==> src/timer16_pkg.sv <==
// What this block does
// - Sixteen-bit counter counting up or down.
// - Counter seen as high and low bytes.
// - Low byte access moves high byte via holding.
// - Each tick clears, increments or decrements.
// - Clock source zero stops the counter.
// - Counter readable and writable while stopped.
// - Software write beats count or clear.
// - Four-bit mode field sets count sequence.
// - Overflow flag set per mode, interrupt capable.
// - Floor output at zero; clear zeroes all.
// - Three-bit field selects the tick source.
// - Selected edge copies counter into capture.
// - Capture flag set with the copy.
// - Enabled flag interrupts; acknowledge clears it.
// - Writing one clears the capture flag.
// - Capture low read loads holding; high returns.
// - Capture writes only in capture-top modes.
// - Comparator replaces pin when select set.
// - Software clears flag after source switch.
// - Both triggers synchronised like external clock.
// - Filter needs four equal samples to change.
// - Capture path off in capture-top modes.
package timer16_pkg;

  localparam logic [3:0] ADDR_CONTROL_A          = 4'h0;
  localparam logic [3:0] ADDR_CONTROL_B          = 4'h1;
  localparam logic [3:0] ADDR_COUNT_VALUE_LOW    = 4'h2;
  localparam logic [3:0] ADDR_COUNT_VALUE_HIGH   = 4'h3;
  localparam logic [3:0] ADDR_CAPTURE_VALUE_LOW  = 4'h4;
  localparam logic [3:0] ADDR_CAPTURE_VALUE_HIGH = 4'h5;
  localparam logic [3:0] ADDR_FLAGS              = 4'h6;
  localparam logic [3:0] ADDR_IRQ_ENABLE         = 4'h7;
  localparam logic [3:0] ADDR_COMPARATOR_CONTROL = 4'h8;

  localparam int FLAG_OVERFLOW_BIT   = 0;
  localparam int FLAG_CAPTURE_BIT    = 5;
  localparam int COMPARATOR_SEL_BIT  = 2;

  localparam logic [7:0]  BYTE_RESET  = 8'h00;
  localparam logic [15:0] COUNT_FLOOR = 16'h0000;
  localparam logic [15:0] COUNT_MAX   = 16'hFFFF;
  localparam logic [15:0] TOP_8BIT    = 16'h00FF;
  localparam logic [15:0] TOP_9BIT    = 16'h01FF;
  localparam logic [15:0] TOP_10BIT   = 16'h03FF;
  localparam logic [15:0] COUNT_ONE   = 16'h0001;

  typedef struct packed {
    logic [3:0] addr;
    logic [7:0] wdata;
    logic       wr;
    logic       rd;
  } bus_req_t;

  typedef struct packed {
    logic       noise_filter_enable;
    logic       rising_edge;
    logic       unused;
    logic [1:0] mode_high;
    logic [2:0] clock_source_field;
  } control_b_t;

  // Modes whose ceiling is the capture register.
  function automatic logic uses_capture_top(input logic [3:0] mode);
    return (mode == 4'h8) || (mode == 4'hA) || (mode == 4'hC) || (mode == 4'hE);
  endfunction

  // Modes that count up to the ceiling and back down.
  function automatic logic dual_slope(input logic [3:0] mode);
    return ((mode >= 4'h1) && (mode <= 4'h3)) || ((mode >= 4'h8) && (mode <= 4'hB));
  endfunction

  // Single-slope modes that flag overflow at the ceiling.
  function automatic logic overflow_at_top(input logic [3:0] mode);
    return ((mode >= 4'h5) && (mode <= 4'h7)) || (mode == 4'hE) || (mode == 4'hF);
  endfunction

  function automatic logic [15:0] mode_top(input logic [3:0]  mode,
                                           input logic [15:0] capture,
                                           input logic [15:0] compare_a);
    unique case (mode)
      4'h1, 4'h5:                      return TOP_8BIT;
      4'h2, 4'h6:                      return TOP_9BIT;
      4'h3, 4'h7:                      return TOP_10BIT;
      4'h8, 4'hA, 4'hC, 4'hE:          return capture;
      4'h4, 4'h9, 4'hB, 4'hF:          return compare_a;
      default:                         return COUNT_MAX;
    endcase
  endfunction

endpackage

==> src/timer16_counter_input_capture.sv <==
module timer16_counter_input_capture (
  input  wire logic                  i_clock,
  input  wire logic                  i_rstn,
  input  wire timer16_pkg::bus_req_t i_bus,
  output logic [7:0]                 o_rdata,
  input  wire logic [3:0]            i_prescale_tick,
  input  wire logic                  i_external_clock_pin,
  input  wire logic                  i_capture_pin,
  input  wire logic                  i_comparator_output,
  input  wire logic [15:0]           i_compare_a_top,
  input  wire logic                  i_capture_irq_ack,
  input  wire logic                  i_overflow_irq_ack,
  output logic [15:0]                o_count_value,
  output logic                       o_count_floor,
  output logic                       o_count_top,
  output logic [3:0]                 o_waveform_mode_field,
  output logic                       o_capture_irq,
  output logic                       o_overflow_irq
);

  ////////////////////////////////////////////////////////////////////////////
  // Pin synchronisers: capture pin, comparator output, external clock pin.

  logic [2:0] sync1;
  logic [2:0] sync2;
  logic       ext_prev;
  logic [2:0] next_sync1;
  logic [2:0] next_sync2;
  logic       next_ext_prev;

  // Both triggers share the external clock's two-stage scheme.
  always_comb begin
    next_sync1    = {i_capture_pin, i_comparator_output, i_external_clock_pin};
    next_sync2    = sync1;
    next_ext_prev = sync2[0];
  end

  always_ff @(posedge i_clock or negedge i_rstn) begin
    if (!i_rstn) begin
      sync1    <= 3'h0;
      sync2    <= 3'h0;
      ext_prev <= 1'b0;
    end else begin
      sync1    <= next_sync1;
      sync2    <= next_sync2;
      ext_prev <= next_ext_prev;
    end
  end

  ////////////////////////////////////////////////////////////////////////////
  // Registers and counter state.

  logic [7:0]                control_a;
  timer16_pkg::control_b_t   control_b;
  logic [7:0]                comparator_control;
  logic [15:0]               count_value;
  logic                      count_down;
  logic [15:0]               capture_value;
  logic [7:0]                holding;
  logic                      capture_flag;
  logic                      overflow_flag;
  logic                      capture_irq_enable;
  logic                      overflow_irq_enable;
  logic [3:0]                samples;
  logic                      filtered;
  logic                      filtered_prev;
  logic [7:0]                rdata;

  logic [7:0]                next_control_a;
  timer16_pkg::control_b_t   next_control_b;
  logic [7:0]                next_comparator_control;
  logic [15:0]               next_count_value;
  logic                      next_count_down;
  logic [15:0]               next_capture_value;
  logic [7:0]                next_holding;
  logic                      next_capture_flag;
  logic                      next_overflow_flag;
  logic                      next_capture_irq_enable;
  logic                      next_overflow_irq_enable;
  logic [3:0]                next_samples;
  logic                      next_filtered;
  logic                      next_filtered_prev;
  logic [7:0]                next_rdata;

  logic [3:0]                mode;
  logic [15:0]               top;
  logic                      timer_tick;
  logic                      trigger;
  logic                      capture_active;
  logic                      capture_event;
  logic                      overflow_event;
  logic                      wr_count_low;
  logic                      wr_capture_low;

  // The mode field is split across both control registers.
  assign mode           = {control_b.mode_high, control_a[1:0]};
  assign top            = timer16_pkg::mode_top(mode, capture_value, i_compare_a_top);
  assign capture_active = !timer16_pkg::uses_capture_top(mode);
  // Swapping the source can look like an edge, so software clears the flag afterwards.
  assign trigger        = comparator_control[timer16_pkg::COMPARATOR_SEL_BIT] ? sync2[1] : sync2[2];
  assign wr_count_low   = i_bus.wr && (i_bus.addr == timer16_pkg::ADDR_COUNT_VALUE_LOW);
  assign wr_capture_low = i_bus.wr && (i_bus.addr == timer16_pkg::ADDR_CAPTURE_VALUE_LOW)
                          && timer16_pkg::uses_capture_top(mode);

  // Tick source; prescaler taps arrive already on this clock.
  always_comb begin
    unique case (control_b.clock_source_field)
      3'h0:    timer_tick = 1'b0;
      3'h1:    timer_tick = 1'b1;
      3'h2:    timer_tick = i_prescale_tick[0];
      3'h3:    timer_tick = i_prescale_tick[1];
      3'h4:    timer_tick = i_prescale_tick[2];
      3'h5:    timer_tick = i_prescale_tick[3];
      3'h6:    timer_tick = ext_prev & ~sync2[0];
      3'h7:    timer_tick = ~ext_prev & sync2[0];
    endcase
  end

  // Filter and edge detector; the filter costs four clocks of latency.
  always_comb begin
    next_samples       = {samples[2:0], trigger};
    next_filtered_prev = filtered;
    if (control_b.noise_filter_enable) begin
      if (&samples) begin
        next_filtered = 1'b1;
      end else if (~|samples) begin
        next_filtered = 1'b0;
      end else begin
        next_filtered = filtered;
      end
    end else begin
      next_filtered = trigger;
    end
    capture_event = capture_active && (control_b.rising_edge ? (filtered & ~filtered_prev)
                                                             : (~filtered & filtered_prev));
  end

  // Counter sequencing, software access and flags.
  always_comb begin
    next_control_a           = control_a;
    next_control_b           = control_b;
    next_comparator_control  = comparator_control;
    next_count_value         = count_value;
    next_count_down          = count_down;
    next_capture_value       = capture_value;
    next_holding             = holding;
    next_capture_irq_enable  = capture_irq_enable;
    next_overflow_irq_enable = overflow_irq_enable;
    next_rdata               = 8'h00;
    overflow_event           = 1'b0;
    if (timer_tick) begin
      if (timer16_pkg::dual_slope(mode)) begin
        if (!count_down && (count_value >= top)) begin
          next_count_down  = 1'b1;
          next_count_value = count_value - timer16_pkg::COUNT_ONE;
        end else if (count_down && (count_value == timer16_pkg::COUNT_FLOOR)) begin
          next_count_down  = 1'b0;
          next_count_value = count_value + timer16_pkg::COUNT_ONE;
          overflow_event   = 1'b1;
        end else if (count_down) begin
          next_count_value = count_value - timer16_pkg::COUNT_ONE;
        end else begin
          next_count_value = count_value + timer16_pkg::COUNT_ONE;
        end
      end else begin
        next_count_down = 1'b0;
        if (count_value == top) begin
          next_count_value = timer16_pkg::COUNT_FLOOR;
          overflow_event   = timer16_pkg::overflow_at_top(mode) || (count_value == timer16_pkg::COUNT_MAX);
        end else begin
          next_count_value = count_value + timer16_pkg::COUNT_ONE;
          overflow_event   = (count_value == timer16_pkg::COUNT_MAX);
        end
      end
    end
    if (capture_event) begin
      next_capture_value = count_value;
    end
    if (i_bus.rd) begin
      unique case (i_bus.addr)
        timer16_pkg::ADDR_CONTROL_A:          next_rdata = control_a;
        timer16_pkg::ADDR_CONTROL_B:          next_rdata = control_b;
        timer16_pkg::ADDR_COUNT_VALUE_LOW: begin
          next_rdata   = count_value[7:0];
          next_holding = count_value[15:8];
        end
        timer16_pkg::ADDR_CAPTURE_VALUE_LOW: begin
          next_rdata   = capture_value[7:0];
          next_holding = capture_value[15:8];
        end
        timer16_pkg::ADDR_COUNT_VALUE_HIGH,
        timer16_pkg::ADDR_CAPTURE_VALUE_HIGH: next_rdata = holding;
        timer16_pkg::ADDR_FLAGS: begin
          next_rdata[timer16_pkg::FLAG_OVERFLOW_BIT] = overflow_flag;
          next_rdata[timer16_pkg::FLAG_CAPTURE_BIT]  = capture_flag;
        end
        timer16_pkg::ADDR_IRQ_ENABLE: begin
          next_rdata[timer16_pkg::FLAG_OVERFLOW_BIT] = overflow_irq_enable;
          next_rdata[timer16_pkg::FLAG_CAPTURE_BIT]  = capture_irq_enable;
        end
        timer16_pkg::ADDR_COMPARATOR_CONTROL: next_rdata = comparator_control;
        default:                              next_rdata = 8'h00;
      endcase
    end
    if (i_bus.wr) begin
      unique case (i_bus.addr)
        timer16_pkg::ADDR_CONTROL_A:          next_control_a = i_bus.wdata;
        timer16_pkg::ADDR_CONTROL_B:          next_control_b = i_bus.wdata;
        timer16_pkg::ADDR_COUNT_VALUE_HIGH,
        timer16_pkg::ADDR_CAPTURE_VALUE_HIGH: next_holding = i_bus.wdata;
        timer16_pkg::ADDR_IRQ_ENABLE: begin
          next_overflow_irq_enable = i_bus.wdata[timer16_pkg::FLAG_OVERFLOW_BIT];
          next_capture_irq_enable  = i_bus.wdata[timer16_pkg::FLAG_CAPTURE_BIT];
        end
        timer16_pkg::ADDR_COMPARATOR_CONTROL: next_comparator_control = i_bus.wdata;
        default:                              next_holding = holding;
      endcase
    end
    // A software write lands last so it beats any count or clear.
    if (wr_count_low) begin
      next_count_value = {holding, i_bus.wdata};
    end
    if (wr_capture_low) begin
      next_capture_value = {holding, i_bus.wdata};
    end
    // Set beats clear; a new event is never lost to a clear.
    next_capture_flag = capture_event
      || (capture_flag && !i_capture_irq_ack
          && !(i_bus.wr && (i_bus.addr == timer16_pkg::ADDR_FLAGS)
               && i_bus.wdata[timer16_pkg::FLAG_CAPTURE_BIT]));
    next_overflow_flag = overflow_event
      || (overflow_flag && !i_overflow_irq_ack
          && !(i_bus.wr && (i_bus.addr == timer16_pkg::ADDR_FLAGS)
               && i_bus.wdata[timer16_pkg::FLAG_OVERFLOW_BIT]));
  end

  always_ff @(posedge i_clock or negedge i_rstn) begin
    if (!i_rstn) begin
      control_a           <= timer16_pkg::BYTE_RESET;
      control_b           <= timer16_pkg::BYTE_RESET;
      comparator_control  <= timer16_pkg::BYTE_RESET;
      count_value         <= timer16_pkg::COUNT_FLOOR;
      count_down          <= 1'b0;
      capture_value       <= timer16_pkg::COUNT_FLOOR;
      holding             <= timer16_pkg::BYTE_RESET;
      capture_flag        <= 1'b0;
      overflow_flag       <= 1'b0;
      capture_irq_enable  <= 1'b0;
      overflow_irq_enable <= 1'b0;
      samples             <= 4'h0;
      filtered            <= 1'b0;
      filtered_prev       <= 1'b0;
      rdata               <= timer16_pkg::BYTE_RESET;
    end else begin
      control_a           <= next_control_a;
      control_b           <= next_control_b;
      comparator_control  <= next_comparator_control;
      count_value         <= next_count_value;
      count_down          <= next_count_down;
      capture_value       <= next_capture_value;
      holding             <= next_holding;
      capture_flag        <= next_capture_flag;
      overflow_flag       <= next_overflow_flag;
      capture_irq_enable  <= next_capture_irq_enable;
      overflow_irq_enable <= next_overflow_irq_enable;
      samples             <= next_samples;
      filtered            <= next_filtered;
      filtered_prev       <= next_filtered_prev;
      rdata               <= next_rdata;
    end
  end

  // Status outputs decode registered state only, except o_count_top, which also decodes the i_compare_a_top input.
  assign o_rdata               = rdata;
  assign o_count_value         = count_value;
  assign o_count_floor         = (count_value == timer16_pkg::COUNT_FLOOR);
  assign o_count_top           = (count_value == top);
  assign o_waveform_mode_field = mode;
  assign o_capture_irq         = capture_flag & capture_irq_enable;
  assign o_overflow_irq        = overflow_flag & overflow_irq_enable;
endmodule

==> config.mk <==
export PLATFORM = sky130hd
export DESIGN_NAME = timer16_counter_input_capture
export DESIGN_NICKNAME = d
export VERILOG_FILES = /design/src/timer16_pkg.sv /design/src/timer16_counter_input_capture.sv
export SDC_FILE = /design/constraint.sdc
export NUM_CORES = 1
export LEC_CHECK = 0
export BUFFER_PORTS_ARGS = -buffer_cell sky130_fd_sc_hd__buf_4
export CORE_ASPECT_RATIO = 2
export CORE_UTILIZATION = 55
export DETAILED_ROUTE_END_ITERATION = 6
export HOLD_SLACK_MARGIN = 0.03
export PLACE_DENSITY = 0.76
export SLEW_MARGIN = 25
export SYNTH_ARGS = -nofsm -noshare
export SYNTH_HDL_FRONTEND = slang
export SYNTH_SLANG_ARGS = --single-unit
==> constraint.sdc <==
create_clock -name i_clock -period 6.3 [get_ports i_clock]
set_clock_uncertainty 0.2 [all_clocks]
set_input_delay 1.26 -clock i_clock [delete_from_list [all_inputs] [get_ports i_clock]]
set_output_delay 1.26 -clock i_clock [all_outputs]
set_load 0.01 [all_outputs]
# [After elaboration in Yosys (flattened, before gate mapping)]
# Index checks and enable logic that the tools add are counted.
[totals] inputBits=41 regBits=90 elab_cells=158
[op_classes] n_mux=33 bitwise=10 reduce_logical=50 eq_ne=34 addsub=2 magnitude_cmp=7
[op_table] operator="two-way mux 16 bit" count=9
[op_table] operator="one-hot mux 16 bit (5 select lines)" count=1
[op_table] operator="== test 4 x 3 -> 1 bit, second input constant" count=8
[op_table] operator="== test 4 bit, second input constant" count=8
[op_table] operator="one-hot mux 8 bit (2 select lines)" count=2
[op_table] operator="two-way mux 8 bit" count=3
[op_table] operator="one-hot mux 1 bit (8 select lines)" count=3
[op_table] operator="one-hot mux 4 bit (6 select lines)" count=1
[op_table] operator="adder 16 x 1 -> 16 bit, second input constant" count=1
[op_table] operator="== test 16 bit" count=1
[op_table] operator="== test 16 bit, second input constant" count=1
[op_table] operator="== test 4 x 2 -> 1 bit, second input constant" count=4
[op_table] operator=">= comparator 16 bit" count=1
[op_table] operator="logical AND 1 bit" count=16
[op_table] operator="logical NOT 16 bit" count=1
[op_table] operator="OR reduction 4 bit" count=4
[op_table] operator="subtractor 16 x 1 -> 16 bit, second input constant" count=1
[op_table] operator="two-way mux 1 bit" count=13
[op_table] operator="== test 3 bit, second input constant" count=4
[op_table] operator="one-hot mux 2 bit (6 select lines)" count=1
[op_table] operator="AND reduction 2 bit" count=5
[op_table] operator="logical OR 1 bit" count=9
[op_table] operator="== test 4 x 1 -> 1 bit, second input constant" count=2
[op_table] operator="OR reduction 2 bit" count=4
[op_table] operator="other kinds (18)" count=33

# [Logic depth before layout (Yosys ltp)]
# Gate-level depths: netlist of the first run.
[logic_depth] depth_word=9 mapped_depth=15 ltp_nobuf=14

# [Least setup slack after synthesis of the first run]
# Ideal clock, no wire load.
[synth_timing] path_type="input port to output port" startpoint="input i_compare_a_top[14]" endpoint="output o_count_top" arrival_time_ps=2827 stages=7 required_ps=4840 path_slack_ps=2013 path_cell_list="inv_1 > a211oi_1 > a21oi_1 > o22a_1 > ha_1 > nand4_1 > nor4_2"
[synth_between] elab_chain_cells=2
[synth_lines] element="start: declaration" line_no="timer16_counter_input_capture.sv:10" rtl="input wire logic [15:0] i_compare_a_top,"
[synth_lines] element="one-hot mux 16 bit (5 select lines)" line_no="timer16_pkg.sv:81" rtl="unique case (mode)"
[synth_lines] element="== test 16 bit" line_no="timer16_counter_input_capture.sv:277" rtl="assign o_count_top = (count_value == top);"
[synth_lines] element="end: declaration" line_no="timer16_counter_input_capture.sv:15" rtl="output logic o_count_top,"
# No other way between the ends.

# [Worst setup path in the final report of the first run]
# Ends and elaborated chain as after synthesis.

==> results of run 1 <==
==> worst register-to-register path: stages, from the launching register on <==
cell and delay, ps:
sky130_fd_sc_hd__dfrtp_1 660, sky130_fd_sc_hd__nor2b_1 370, sky130_fd_sc_hd__buf_4 270, sky130_fd_sc_hd__nand2_1 200
sky130_fd_sc_hd__o22ai_1 230, sky130_fd_sc_hd__ha_1 290, sky130_fd_sc_hd__a21oi_1 140, sky130_fd_sc_hd__a21boi_0 120
sky130_fd_sc_hd__o31a_1 280, sky130_fd_sc_hd__nand4b_2 440, sky130_fd_sc_hd__nand2_2 340, sky130_fd_sc_hd__mux2_2 370
sky130_fd_sc_hd__mux2i_1 150, sky130_fd_sc_hd__nand3_1 100
==> flip-flops by register name, indices dropped and copies added (netlist names) <==
register and count:
control_b 6, o_count_value 16, count_down 1, control_a 8, capture_irq_enable 1, ext_prev 1, next_sync2 3, holding 8
sync2 3, comparator_control 8, capture_flag 1, o_waveform_mode_field 2, filtered 1, capture_value 16, samples 4, overflow_flag 1
o_rdata 8, filtered_prev 1, overflow_irq_enable 1
==> per-layer routing <==
layer	vias to the layer above	global-route usage
met5	-	0
met4	0	0.308
met3	95	0.0716
met2	280	0.582
met1	2791	0.417
li1	2556	-
==> cells in the mapped netlist (15+ instances only) <==
library cell / count
sky130_fd_sc_hd__o21ai_0: 43
sky130_fd_sc_hd__a22oi_1: 30
sky130_fd_sc_hd__ha_1: 19
sky130_fd_sc_hd__a21oi_1: 35
sky130_fd_sc_hd__nand3_1: 15
sky130_fd_sc_hd__clkbuf_1: 33
sky130_fd_sc_hd__inv_1: 16
sky130_fd_sc_hd__nor2_1: 68
sky130_fd_sc_hd__dfrtp_1: 90
sky130_fd_sc_hd__mux2i_1: 26
sky130_fd_sc_hd__and3_1: 17
sky130_fd_sc_hd__mux2_2: 29
sky130_fd_sc_hd__nand2_1: 57
==> power groups by stage <==
stage / clock [mW] / combinational [mW] / sequential, mW
4_1_cts: 0.560 / 1.09 / 1.03
3_5_place_dp: 0 / 1.09 / 1.04
2_1_floorplan: 0 / 0.807 / 0.896
5_1_grt: 0.584 / 1.22 / 1.05
6_report: 0.559 / 1.11 / 1.04
3_3_place_gp: 0 / 1.06 / 1.02
==> final timing paths <==
check	start	endpoint	slack, ps	depth (start not counted)
hold / removal	next_sync2[1]	sync2[1]	150	0
max in group asynchronous	i_rstn	o_rdata[0]	4080	2
min in group asynchronous	i_rstn	o_rdata[1]	650	1
setup / recovery	i_compare_a_top[14]	o_count_top	1480	9
setup reg to reg	o_waveform_mode_field[2]	o_count_value[15]	2000	13
hold reg to reg	next_sync2[1]	sync2[1]	150	0
==> cell families after synthesis <==
family,count (synthesis),share of synthesized area
flops,90,0.378
xor+xnor,4,0.00587
buf+inv,66,0.0501
compound gates,195,0.218
mux,57,0.106
simple gates,229,0.202
fa+ha+maj,19,0.0399
==> layout by cell type, fill, tap and decap left out, types with 3 or more instances in the layout <==
cell type / synthesis / layout
sky130_fd_sc_hd__a211oi_1: 9 / 9
sky130_fd_sc_hd__a21boi_0: 3 / 3
sky130_fd_sc_hd__a21o_1: 3 / 3
sky130_fd_sc_hd__a21oi_1: 35 / 35
sky130_fd_sc_hd__a221o_1: 8 / 8
sky130_fd_sc_hd__a22oi_1: 30 / 30
sky130_fd_sc_hd__a2bb2oi_1: 3 / 3
sky130_fd_sc_hd__a31oi_1: 13 / 13
sky130_fd_sc_hd__and2_1: 6 / 6
sky130_fd_sc_hd__and3_1: 17 / 17
sky130_fd_sc_hd__buf_4: 5 / 80
sky130_fd_sc_hd__clkbuf_16: 0 / 9
sky130_fd_sc_hd__dfrtp_1: 90 / 90
sky130_fd_sc_hd__ha_1: 19 / 19
sky130_fd_sc_hd__inv_1: 16 / 16
sky130_fd_sc_hd__mux2_2: 29 / 29
sky130_fd_sc_hd__mux2i_1: 26 / 26
sky130_fd_sc_hd__nand2_1: 57 / 57
sky130_fd_sc_hd__nand2b_1: 3 / 3
sky130_fd_sc_hd__nand3_1: 15 / 15
sky130_fd_sc_hd__nand3b_1: 3 / 3
sky130_fd_sc_hd__nand4_1: 6 / 6
sky130_fd_sc_hd__nor2_1: 68 / 67
sky130_fd_sc_hd__nor2b_1: 4 / 4
sky130_fd_sc_hd__nor3_1: 12 / 12
sky130_fd_sc_hd__nor3b_1: 4 / 4
sky130_fd_sc_hd__nor4_1: 6 / 6
sky130_fd_sc_hd__nor4_2: 3 / 3
sky130_fd_sc_hd__o211ai_1: 5 / 5
sky130_fd_sc_hd__o21ai_0: 43 / 43
sky130_fd_sc_hd__o22a_1: 8 / 8
sky130_fd_sc_hd__o22ai_1: 7 / 7
sky130_fd_sc_hd__o31ai_1: 7 / 7
sky130_fd_sc_hd__or3_1: 4 / 4
sky130_fd_sc_hd__or4_1: 3 / 3
==> final cells by class <==
class / count / area, um2 / area share
repair buffers: 81 / 612 / 0.0897
clock inverters: 6 / 63.8 / 0.00935
flip-flops and latches: 90 / 2250 / 0.330
multi-input cells: 504 / 3420 / 0.501
clock buffers: 10 / 239 / 0.0350
inverters: 17 / 63.8 / 0.00935
well taps: 137 / 171 / 0.0251
==> through the flow <==
stage                      util  hold slack, ps  cells  power [mW]  setup slack (ps)
after global routing      0.647             167    845        2.86              1230
after CTS                 0.646             155    844        2.68              1500
after detailed placement  0.617             141    828        2.12              1510
after floorplan               -             131    660        1.70              2010
final                     0.647             153    845        2.72              1480
after global placement    0.617             140    828        2.08              1550
==> results by group, run 1 <==
Outcome
  • Outcome: completed

CTS
  • Number of cells upsized or downsized after cts: 0
  • CTS tree: built
  • Clk pin slew, worst setup/hold paths: about 60 ps
  • Hold buffers post-CTS: 0
  • Sink count of the clock tree: 90
  • Total clock buffers created by CTS: 9
  • Number of H-tree branching levels: 3
  • CTS root buf: sky130_fd_sc_hd__clkbuf_16
  • Post-CTS setup buffers: 0
  • Skew-Pair Late Insertion Delay: 350 ps
  • Deepest clock path buffer count: 2

STA
  • Final Max Slew Viols: 0
  • Remaining max-slew budget at the tightest pin: 0.293
  • Post-layout min period: between 4000 and 5000 ps
  • Actual transition at the worst max-transition pin: 1060 ps
  • Unrepaired setup endpoints after global routing: no
  • Final period util: 0.764
  • Total Neg Setup Slack: 0 ps
  • Total count of hold-check failures in the final report: 0
  • Count of final setup violators: 0
  • Achievable Freq: roughly 210 MHz

Synthesis
  • Net count after synthesis: 720
  • Synth async-reset ratio: 1.00
  • Prevailing post-synth register cell: sky130_fd_sc_hd__dfrtp_1
  • Ys Warns: 0
  • Synth Register Bits: 90
  • Ranking of synthesized cells by area: sky130_fd_sc_hd__dfrtp_1, sky130_fd_sc_hd__mux2_2, sky130_fd_sc_hd__mux2i_1, sky130_fd_sc_hd__nor2_1, sky130_fd_sc_hd__ha_1
  • Cells after Synth: between 600 and 700
  • Mean instance size in the synthesized netlist: 9.04 um2
  • Synth area leader: sky130_fd_sc_hd__dfrtp_1
  • Number of synthesized flops with an enable pin: 0
  • Fraction of the yosys area taken by sequential cells: 0.378
  • Area share of the leading cell type in the synthesized netlist: 0.378
  • Cell area after technology mapping: around 0.0060 mm2
  • Distinct cells, synth: 70

Layout
  • Syn-to-layout area delta: 14.4%
  • Fill count: 869
  • Share of layout cells above drive strength 1: 0.208
  • Ant. Diodes: 0
  • Area of all placed cells without fillers: 0.00682 mm2
  • Net count reported at finish: between 700 and 800

Setup path
  • Crit path largest cell delay: 700 ps
  • CP max stage cell: sky130_fd_sc_hd__nor4_2
  • Critical path peak fanout: 8
  • Largest delay share family, worst path: simple AND/OR/NAND/NOR gates
  • Crit path launch type: primary input
  • Dominant cell type by count on the critical path: sky130_fd_sc_hd__buf_4
  • CP Data Arrival Time: approximately 3400 ps
  • Critical Path End Type: output port
  • Crit path required time: approximately 4800 ps
  • Crit path kind: primary input to output port
  • Buffering stage count on the worst path with inverters included: 3
  • CP cell instances: buf_4 -> inv_1 -> a211oi_1 -> a21oi_1 -> o22a_1 -> ha_1 -> nand4_1 -> nor4_2 -> buf_4

Floorplan
  • # rows: 53
  • Core box area: about 0.011 mm2
  • Overall die area: between 0.01 and 0.015 mm2
  • Top-level port count: between 70 and 80
  • Chip Width: ~76 um
  • Height of the chip: about 150 um
  • Starting utilization of the core area: 0.566

GRT
  • Overall routing resource usage: 0.370
  • GRT overflow: 0
  • Antenna violations before repair: 0
  • Via count of the first global-routing pass: 5615
  • Maximum number of pins on one net before global-route repair: 60
  • Wire length of the first global-routing pass: 30.1 mm

Min path
  • Tightest Hold Check Type: flop to flop

Power
  • Flop pwr share: 0.384
  • Net switching share of the total power: 0.433
  • Cell internal pwr: around 1.5 mW
  • Gate power share: 0.410
  • Pleak: around 2.8 nW
  • Share of power burned in the clock network: 0.206
  • Power density cells: 398 mW/mm2
  • Maximum resistive drop on vdd: between 0.3 and 0.4 mV
  • Psw: ~1.2 mW

Routing
  • Number of vias in the routed layout: around 5.7k
  • Wire per inst: approximately 23 um
  • Wl on met1: between 7 and 8 mm
  • Final ANT Viol Nets: 0
  • Number of design rule violations left after detail routing: 0
  • Per-cell via count in the routed design: 6.77
  • Number of detailed-route iterations in the first pass: 5
  • Post-Route WL: roughly 20 mm
  • Uppermost signal routing layer after detailed routing: met4
  • WL met2: slightly below 10 mm
  • Violation count after the first detailed-route iteration: 448
  • Metal3 WL: about 1.1 mm

Run
  • Max-cap check violation count: 0

Place
  • HPWL Detailed: ~14 mm
  • Post-DP Area: ~0.0065 mm2
  • Count of buffers from port buffering: just over 70
  • Final estimated routing congestion in global placement: around 0.94
Power figures use the tool's default switching activity.
==> inputs of run 2 (changes only) <==
- ABC_AREA: unset -> 1
- CORE_UTILIZATION: 55 -> 54
- PLACE_DENSITY: 0.76 -> 0.78
- clock period: 6.3 -> 4.15 ns (I/O delays scaled with it)
==> run 2 against run 1 <==
Compared with the run above:
- final area is 5.1% higher
- wire length is 7.3% higher
- combinational power increased by 110%
- synthesized cell count rose by 32%
- critical path depth increased by 3
- clock power rose by 53%
- non-clock buffer count grew 4
- global-route usage fell by 0.43 points
- setup slack lost 1200 ps
- core utilization decreased by 1.2 points
- worst hold slack worse by 1.5 ps
- critical path type is now flop to output port
- largest power group unchanged
==> results by group, run 2 <==
GRT
  • Overall routing resource usage: 0.365 (-0.00426)
  • Via count of the first global-routing pass: 6215 (+11%)
  • Antenna violations before repair: 0 (unchanged)
  • Maximum number of pins on one net before global-route repair: 77 (+28%)
  • Wire length of the first global-routing pass: 32.6 mm (+8.4%)
  • GRT overflow: 0 (unchanged)

Synthesis
  • Ys Warns: 0 (unchanged)
  • Distinct cells, synth: 42 (-40%)
  • Cell area after technology mapping: 0.00624 mm2 (+4.7%)
  • Number of synthesized flops with an enable pin: 0 (unchanged)
  • Area share of the leading cell type in the synthesized netlist: 0.361 (-0.0168)
  • Net count after synthesis: 933 (+30%)
  • Mean instance size in the synthesized netlist: 7.15 um2 (-21%)
  • Ranking of synthesized cells by area: sky130_fd_sc_hd__dfrtp_1, sky130_fd_sc_hd__nand2_1, sky130_fd_sc_hd__inv_1, sky130_fd_sc_hd__o21ai_0, sky130_fd_sc_hd__ha_1
  • Cells after Synth: 873 (+32%)
  • Synth async-reset ratio: 1.00 (unchanged)
  • Prevailing post-synth register cell: sky130_fd_sc_hd__dfrtp_1
  • Synth Register Bits: 90 (unchanged)
  • Fraction of the yosys area taken by sequential cells: 0.361 (-0.0168)
  • Synth area leader: sky130_fd_sc_hd__dfrtp_1
  • Most frequent cell after synthesis: sky130_fd_sc_hd__nand2_1
  • Most frequent cells after synthesis: sky130_fd_sc_hd__nand2_1, sky130_fd_sc_hd__inv_1, sky130_fd_sc_hd__dfrtp_1

CTS
  • Sink count of the clock tree: 90 (unchanged)
  • Clk pin slew, worst setup/hold paths: 70 ps (about the same)
  • Total clock buffers created by CTS: 9 (unchanged)
  • Deepest clock path buffer count: 2 (unchanged)
  • Number of H-tree branching levels: 3 (unchanged)
  • CTS tree: built
  • CTS root buf: sky130_fd_sc_hd__clkbuf_16
  • Skew-Pair Late Insertion Delay: 350 ps (about the same)

Setup path
  • CP Data Arrival Time: 2860 ps (-500 ps)
  • Length in cells of the worst reg-to-reg path: 20 (+7)
  • Critical Path End Type: output port
  • Crit path required time: 3120 ps (-1720 ps)
  • Largest delay share family, worst path: simple AND/OR/NAND/NOR gates
  • Buffering stage count on the worst path with inverters included: 4 (+1)
  • Crit path largest cell delay: 450 ps (-250 ps)
  • Critical path peak fanout: 18 (+10)
  • Crit path kind: flop to output port
  • Crit path launch type: flop
  • CP cell instances: inv_1 -> nor2_1 -> inv_2 -> nand2_1 -> inv_1 -> a311oi_1 -> ha_1 -> nand2_1 -> nor2_1 -> nand2_1 -> nor2_1 -> buf_4
  • CP max stage cell: sky130_fd_sc_hd__dfrtp_1
  • Worst path depth: 12 (+3)

Floorplan
  • Chip Width: 78.0 um (+3.2%)
  • # rows: 55 (+3.8%)
  • Height of the chip: 154 um (+3.2%)
  • Top-level port count: 73 (unchanged)
  • Starting utilization of the core area: 0.553 (-0.0126)
  • Core box area: 0.0113 mm2 (+7.0%)
  • Overall die area: 0.0120 mm2 (+6.5%)

Routing
  • Number of vias in the routed layout: 6304 (+10%)
  • Wire per inst: 19.5 um (-16%)
  • Number of design rule violations left after detail routing: 0 (unchanged)
  • Post-Route WL: 21.1 mm (+7.3%)
  • Final ANT Viol Nets: 0 (unchanged)
  • Per-cell via count in the routed design: 5.84 (-14%)
  • Number of detailed-route iterations in the first pass: 5 (unchanged)
  • Violation count after the first detailed-route iteration: 518 (+16%)

Place
  • HPWL Detailed: 16.4 mm (+14%)
  • Final estimated routing congestion in global placement: 0.970 (+3.0%)
  • Count of buffers from port buffering: 72 (unchanged)
  • Pre-CTS setup slack: 423 ps (-1080 ps)
  • Post-DP Area: 0.00683 mm2 (+4.9%)

Outcome
  • Outcome: completed

STA
  • Final Max Slew Viols: 0 (unchanged)
  • Total Neg Setup Slack: 0 ps (unchanged)
  • Final worst-path setup slack: 264 ps (-1220 ps)
  • Remaining max-slew budget at the tightest pin: 0.515 (+0.223)
  • Post-layout min period: 3890 ps
  • Final period util: 0.936
  • Achievable Freq: about 260 MHz
  • Total count of hold-check failures in the final report: 0 (unchanged)
  • Actual transition at the worst max-transition pin: 726 ps (-332 ps)
  • Unrepaired setup endpoints after global routing: no
  • Count of final setup violators: 0 (unchanged)

Layout
  • Leading cell type in the layout, fill and taps excluded: sky130_fd_sc_hd__nand2_1
  • Top library cells by usage in the layout, fill and taps aside: sky130_fd_sc_hd__nand2_1, sky130_fd_sc_hd__inv_1, sky130_fd_sc_hd__dfrtp_1
  • Share of layout cells above drive strength 1: 0.156 (-0.0520)
  • Area of all placed cells without fillers: 0.00717 mm2 (+5.1%)
  • Syn-to-layout area delta: 14.9%
  • Ant. Diodes: 0 (unchanged)
  • Post-layout util: 0.635 (-0.0117)
  • Net count reported at finish: 993 (+30%)

Min path
  • Tightest Hold Check Type: flop to flop
  • Worst hold stages: 0 (unchanged)

Power
  • Maximum resistive drop on vdd: 0.386 mV (+22%)
  • Power density cells: 649 mW/mm2 (+63%)
  • Pleak: 3.65 nW (+29%)

Run
  • Max-cap check violation count: 0 (unchanged)
[run 2: cell types whose count changed in the layout (fill, tap and decap cells not counted), moves of 19 or more]
| cell | change |
|---|---|
| sky130_fd_sc_hd__a22oi_1 | -30 |
| sky130_fd_sc_hd__nand3_1 | +32 |
| sky130_fd_sc_hd__mux2_2 | -28 |
| sky130_fd_sc_hd__mux2i_1 | -26 |
| sky130_fd_sc_hd__inv_1 | +95 |
| sky130_fd_sc_hd__a21oi_1 | -19 |
| sky130_fd_sc_hd__nand2_1 | +208 |
[run 2: kinds of logic after synthesis]
| family | share of synthesized area |
|---|---|
| xor gates and xnor gates | 0.0253 |
| DFF | 0.361 |
| adders and majority gates | 0.0381 |
| buffers and inverters | 0.105 |
| muxes | 0.00180 |
| AOI/OAI and AO/OA | 0.182 |
| and+or+nand+nor | 0.287 |
[run 2: final timing paths]
kind,to,from,slack (ps)
setup / recovery,o_count_top,o_waveform_mode_field[3],260
hold / removal,sync2[2],next_sync2[2],150
setup reg to reg,o_count_value[12],o_waveform_mode_field[3],820
hold reg to reg,sync2[2],next_sync2[2],150
max in group asynchronous,o_count_value[8],i_rstn,2840
min in group asynchronous,holding[1],i_rstn,290
[run 2: area by class of cell]
class	instances	area [um2]
multi-input cells	628	3340
well taps	142	178
inverters	119	447
clock buffers	9	225
clock inverters	7	82.6
flip-flops and latches	90	2250
fillers	1073	4120
repair buffers	85	642
[run 2: timing repair]
| action | in CTS | in global routing |
|---|---|---|
| setup endpoints to repair | 0 | 1 |
| gates resized for setup | 0 | 1 |
| hold buffers | 0 | 0 |
| buffers inserted | 0 | 3 |
| hold endpoints to repair | 0 | 0 |
[run 2: per-stage QoR]
step                      power, mW  hold WS [ps]  instances
final                          4.65           152       1080
after global routing           4.99           157       1080
after CTS                      4.61           154       1077
after detailed placement       3.74           138       1061
after global placement         3.72           140       1061
after floorplan                3.04           131        873
[run 2: layer usage]
layer  global-route usage  wire length, um  vias up
met5                    0                0        -
met4                0.310             1930        0
met3               0.0528             1150      109
met2                0.651            10900      262
met1                0.364             7100     2928
li1                     -                -     3005
[run 2: worst register-to-register path: stages (launching register included)]
cell and delay (ps):
sky130_fd_sc_hd__dfrtp_1 450, sky130_fd_sc_hd__inv_1 140, sky130_fd_sc_hd__nor2_1 80, sky130_fd_sc_hd__inv_2 260, sky130_fd_sc_hd__nand2_1 120, sky130_fd_sc_hd__inv_1 200, sky130_fd_sc_hd__a311oi_1 90, sky130_fd_sc_hd__ha_1 310
sky130_fd_sc_hd__nand2_1 70, sky130_fd_sc_hd__nor2_1 150, sky130_fd_sc_hd__nand2_1 100, sky130_fd_sc_hd__o21ai_1 130, sky130_fd_sc_hd__nor2_1 70, sky130_fd_sc_hd__nand2_2 200, sky130_fd_sc_hd__nand2_4 160, sky130_fd_sc_hd__nand2_4 160
sky130_fd_sc_hd__nand2_4 90, sky130_fd_sc_hd__nand2_1 90, sky130_fd_sc_hd__nand2_1 50, sky130_fd_sc_hd__nand2_1 60, sky130_fd_sc_hd__nand2_1 50
[run 2: power by group]
group	internal, mW	switching, mW
clock	0.478	0.379
sequential	1.12	0.333
combinational	0.835	1.51
total	2.44	2.22
==> inputs of run 3 (changes only) <==
- CORE_MARGIN: unset -> 8
- CORE_UTILIZATION: 54 -> 55
- PLACE_DENSITY: 0.78 -> 0.76
- clock period: 4.15 -> 4 ns (I/O delays scaled with it)
==> run 3 against run 2 <==
Compared with the run above:
- final area unchanged
- via count up 1.7%
- final cell count down 0.37%
- count of clock-buffer cells in the layout unchanged
- setup slack worse by 15 ps
- highest routed layer unchanged
- combinational power up 3%
- worst hold slack worse by 3.6 ps
- die area up 27%
==> results by group, run 3 (synthesized netlist as in run 2, its figures left out) <==
Min path
  • Tightest Hold Check Type: flop to flop

CTS
  • CTS root buf: sky130_fd_sc_hd__clkbuf_16
  • Clk pin slew, worst setup/hold paths: 70 ps (about the same)
  • CTS tree: built
  • Skew-Pair Late Insertion Delay: 350 ps (about the same)
  • Sink count of the clock tree: 90 (unchanged)
  • Deepest clock path buffer count: 2 (unchanged)
  • Number of H-tree branching levels: 3 (unchanged)
  • Total clock buffers created by CTS: 9 (unchanged)

STA
  • Remaining max-slew budget at the tightest pin: 0.505 (-0.0103)
  • Final period util: 0.938
  • Final Hold Slack: 148 ps (-3.63 ps)
  • Unrepaired setup endpoints after global routing: no
  • Post-layout min period: between 3000 and 4000 ps
  • Final worst-path setup slack: 249 ps (-14.6 ps)
  • Achievable Freq: approximately 270 MHz
  • Final Max Slew Viols: 0 (unchanged)
  • Total Neg Setup Slack: 0 ps (unchanged)
  • Count of final setup violators: 0 (unchanged)
  • Total count of hold-check failures in the final report: 0 (unchanged)
  • Actual transition at the worst max-transition pin: 742 ps (+15.4 ps)

Power
  • Power density cells: 689 mW/mm2 (+6.2%)
  • Flop pwr share: 0.310 (-0.003)
  • Share of power burned in the clock network: 0.202 (+0.018)
  • Psw: 2.31 mW (+4.1%)
  • Net switching share of the total power: 0.467 (-0.00942)
  • Pleak: 3.65 nW (about the same)
  • Sum of internal, switching and leakage power: 4.94 mW (+6.2%)
  • Gate power share: 0.488 (-0.015)
  • Maximum resistive drop on vdd: 0.345 mV (-10%)
  • Cell internal pwr: 2.63 mW (+8.1%)

GRT
  • Met3 usage: 0.0482 (-0.00464)
  • Maximum number of pins on one net before global-route repair: 56 (-27%)
  • Antenna violations before repair: 0 (unchanged)
  • Overall routing resource usage: 0.289 (-0.0764)
  • Met2 Resource Use GR: 0.512 (-0.139)
  • Wire length of the first global-routing pass: 34.2 mm (+4.9%)
  • Busiest grt layer: met2
  • Via count of the first global-routing pass: 6375 (+2.6%)
  • GR met1 Demand/Resource: 0.285 (-0.0796)
  • GRT overflow: 0 (unchanged)

Floorplan
  • # rows: 55 (unchanged)
  • Starting utilization of the core area: 0.556 (+0.00339)
  • Chip Width: 91.3 um (+17%)
  • Height of the chip: 167 um (+8.2%)
  • Overall die area: 0.0152 mm2 (+27%)
  • Top-level port count: 73 (unchanged)
  • Core box area: 0.0112 mm2 (-0.61%)

Setup path
  • Critical path peak fanout: 18 (unchanged)
  • Worst setup endpoint: o_count_top
  • Launching element of the worst setup path: o_waveform_mode_field[3]
  • Critical Path End Type: output port
  • Crit path largest cell delay: 440 ps (about the same)
  • Dominant cell type by count on the critical path: sky130_fd_sc_hd__nand2_1
  • Crit path kind: flop to output port
  • Crit path required time: 3000 ps (-120 ps)
  • Length in cells of the worst reg-to-reg path: 19 (-5.0%)
  • Crit path launch type: flop
  • CP max stage cell: sky130_fd_sc_hd__dfrtp_1
  • CP Data Arrival Time: 2750 ps (-110 ps)
  • Reg-to-reg critical path startpoint: o_waveform_mode_field[3]
  • CP cell instances: inv_1 -> nor2_1 -> inv_2 -> nand2_1 -> inv_1 -> a311oi_1 -> ha_1 -> nand2_1 -> nor2_1 -> nand2_1 -> nor2_2 -> buf_4
  • Reg-to-Reg End: o_count_value[1]
  • Register-to-Register Setup Slack: 610 ps (-210 ps)

Routing
  • Post-Route WL: 21.7 mm (+2.9%)
  • Final ANT Viol Nets: 0 (unchanged)
  • Number of detailed-route iterations in the first pass: 6 (+1)
  • Number of design rule violations left after detail routing: 0 (unchanged)
  • Wire per inst: 20.2 um (+3.3%)
  • Per-cell via count in the routed design: 5.96 (+2.1%)
  • Number of vias in the routed layout: 6410 (+1.7%)
  • Violation count after the first detailed-route iteration: 629 (+21%)

Place
  • Pre-CTS setup slack: 553 ps (+131 ps)
  • Final estimated routing congestion in global placement: 0.983 (+1.4%)
  • Count of buffers from port buffering: 72 (unchanged)
  • HPWL Detailed: 16.5 mm (+1.1%)

Layout
  • Share of layout cells above drive strength 1: 0.153 (-0.00255)
  • Post-layout util: 0.639 (+0.00390)
  • Fill count: 1027 (-4.3%)
  • Ant. Diodes: 0 (unchanged)
  • Top library cells by usage in the layout, fill and taps aside: sky130_fd_sc_hd__nand2_1, sky130_fd_sc_hd__inv_1, sky130_fd_sc_hd__dfrtp_1
  • Net count reported at finish: 989 (-0.40%)
  • Syn-to-layout area delta: 14.9% (unchanged)
  • Leading cell type in the layout, fill and taps excluded: sky130_fd_sc_hd__nand2_1

Run
  • Max-cap check violation count: 0 (unchanged)

Outcome
  • Outcome: completed
[run 3: metrics by stage]
stage	instances	cell area [um2]
6_report	1076	7170
5_1_grt	1076	7170
4_1_cts	1076	7170
3_5_place_dp	1060	6820
3_3_place_gp	1060	6820
2_1_floorplan	873	6240
[run 3: area by class of cell]
| class | instances | area, um2 | share of cell area |
|---|---|---|---|
| clock inverters | 7 | 121 | 0.0169 |
| inverters | 119 | 447 | 0.0623 |
| repair buffers | 81 | 608 | 0.0848 |
| multi-input cells | 628 | 3340 | 0.466 |
| flip-flops and latches | 90 | 2250 | 0.314 |
| well taps | 142 | 178 | 0.0248 |
| clock buffers | 9 | 225 | 0.0314 |
[run 3: power groups by stage]
stage / clock, mW / sequential (mW) / combinational [mW]
2_1_floorplan: 0 / 1.38 / 1.77
3_3_place_gp: 0 / 1.53 / 2.34
3_5_place_dp: 0 / 1.53 / 2.36
4_1_cts: 0.997 / 1.52 / 2.38
5_1_grt: 1.03 / 1.56 / 2.69
6_report: 1.00 / 1.53 / 2.41
[run 3: timing repair]
action                                 CTS  global route
setup endpoints to repair                0             1
hold buffers                             0             0
endpoints found under the hold margin    0             0
gates resized for setup                  0             1
setup buffers                            0             0
[run 3: worst min path at each step]
stage | startpoint | to | slack (ps) | cells after the start
2_1_floorplan | next_sync2[0] | sync2[0] | 130 | 0
3_3_place_gp | next_sync2[1] | sync2[1] | 130 | 0
5_1_grt | next_sync2[1] | sync2[1] | 150 | 0
3_5_place_dp | next_sync2[2] | sync2[2] | 140 | 0
4_1_cts | next_sync2[2] | sync2[2] | 150 | 0
6_report | next_sync2[2] | sync2[2] | 150 | 0
[run 3: layer usage]
layer,up-vias,share of wire
met1,2969,0.33
li1,3005,-
met2,327,0.52
met3,109,0.062
met5,-,0
met4,0,0.084
[run 3: critical path: cells and delay by family, from the launching register on]
family	cells	cell delay [ps]
buffers and inverters	4	790
and+or+nand+nor	6	780
DFF	1	440
adders and majority gates	1	310
AOI/OAI and AO/OA	1	80
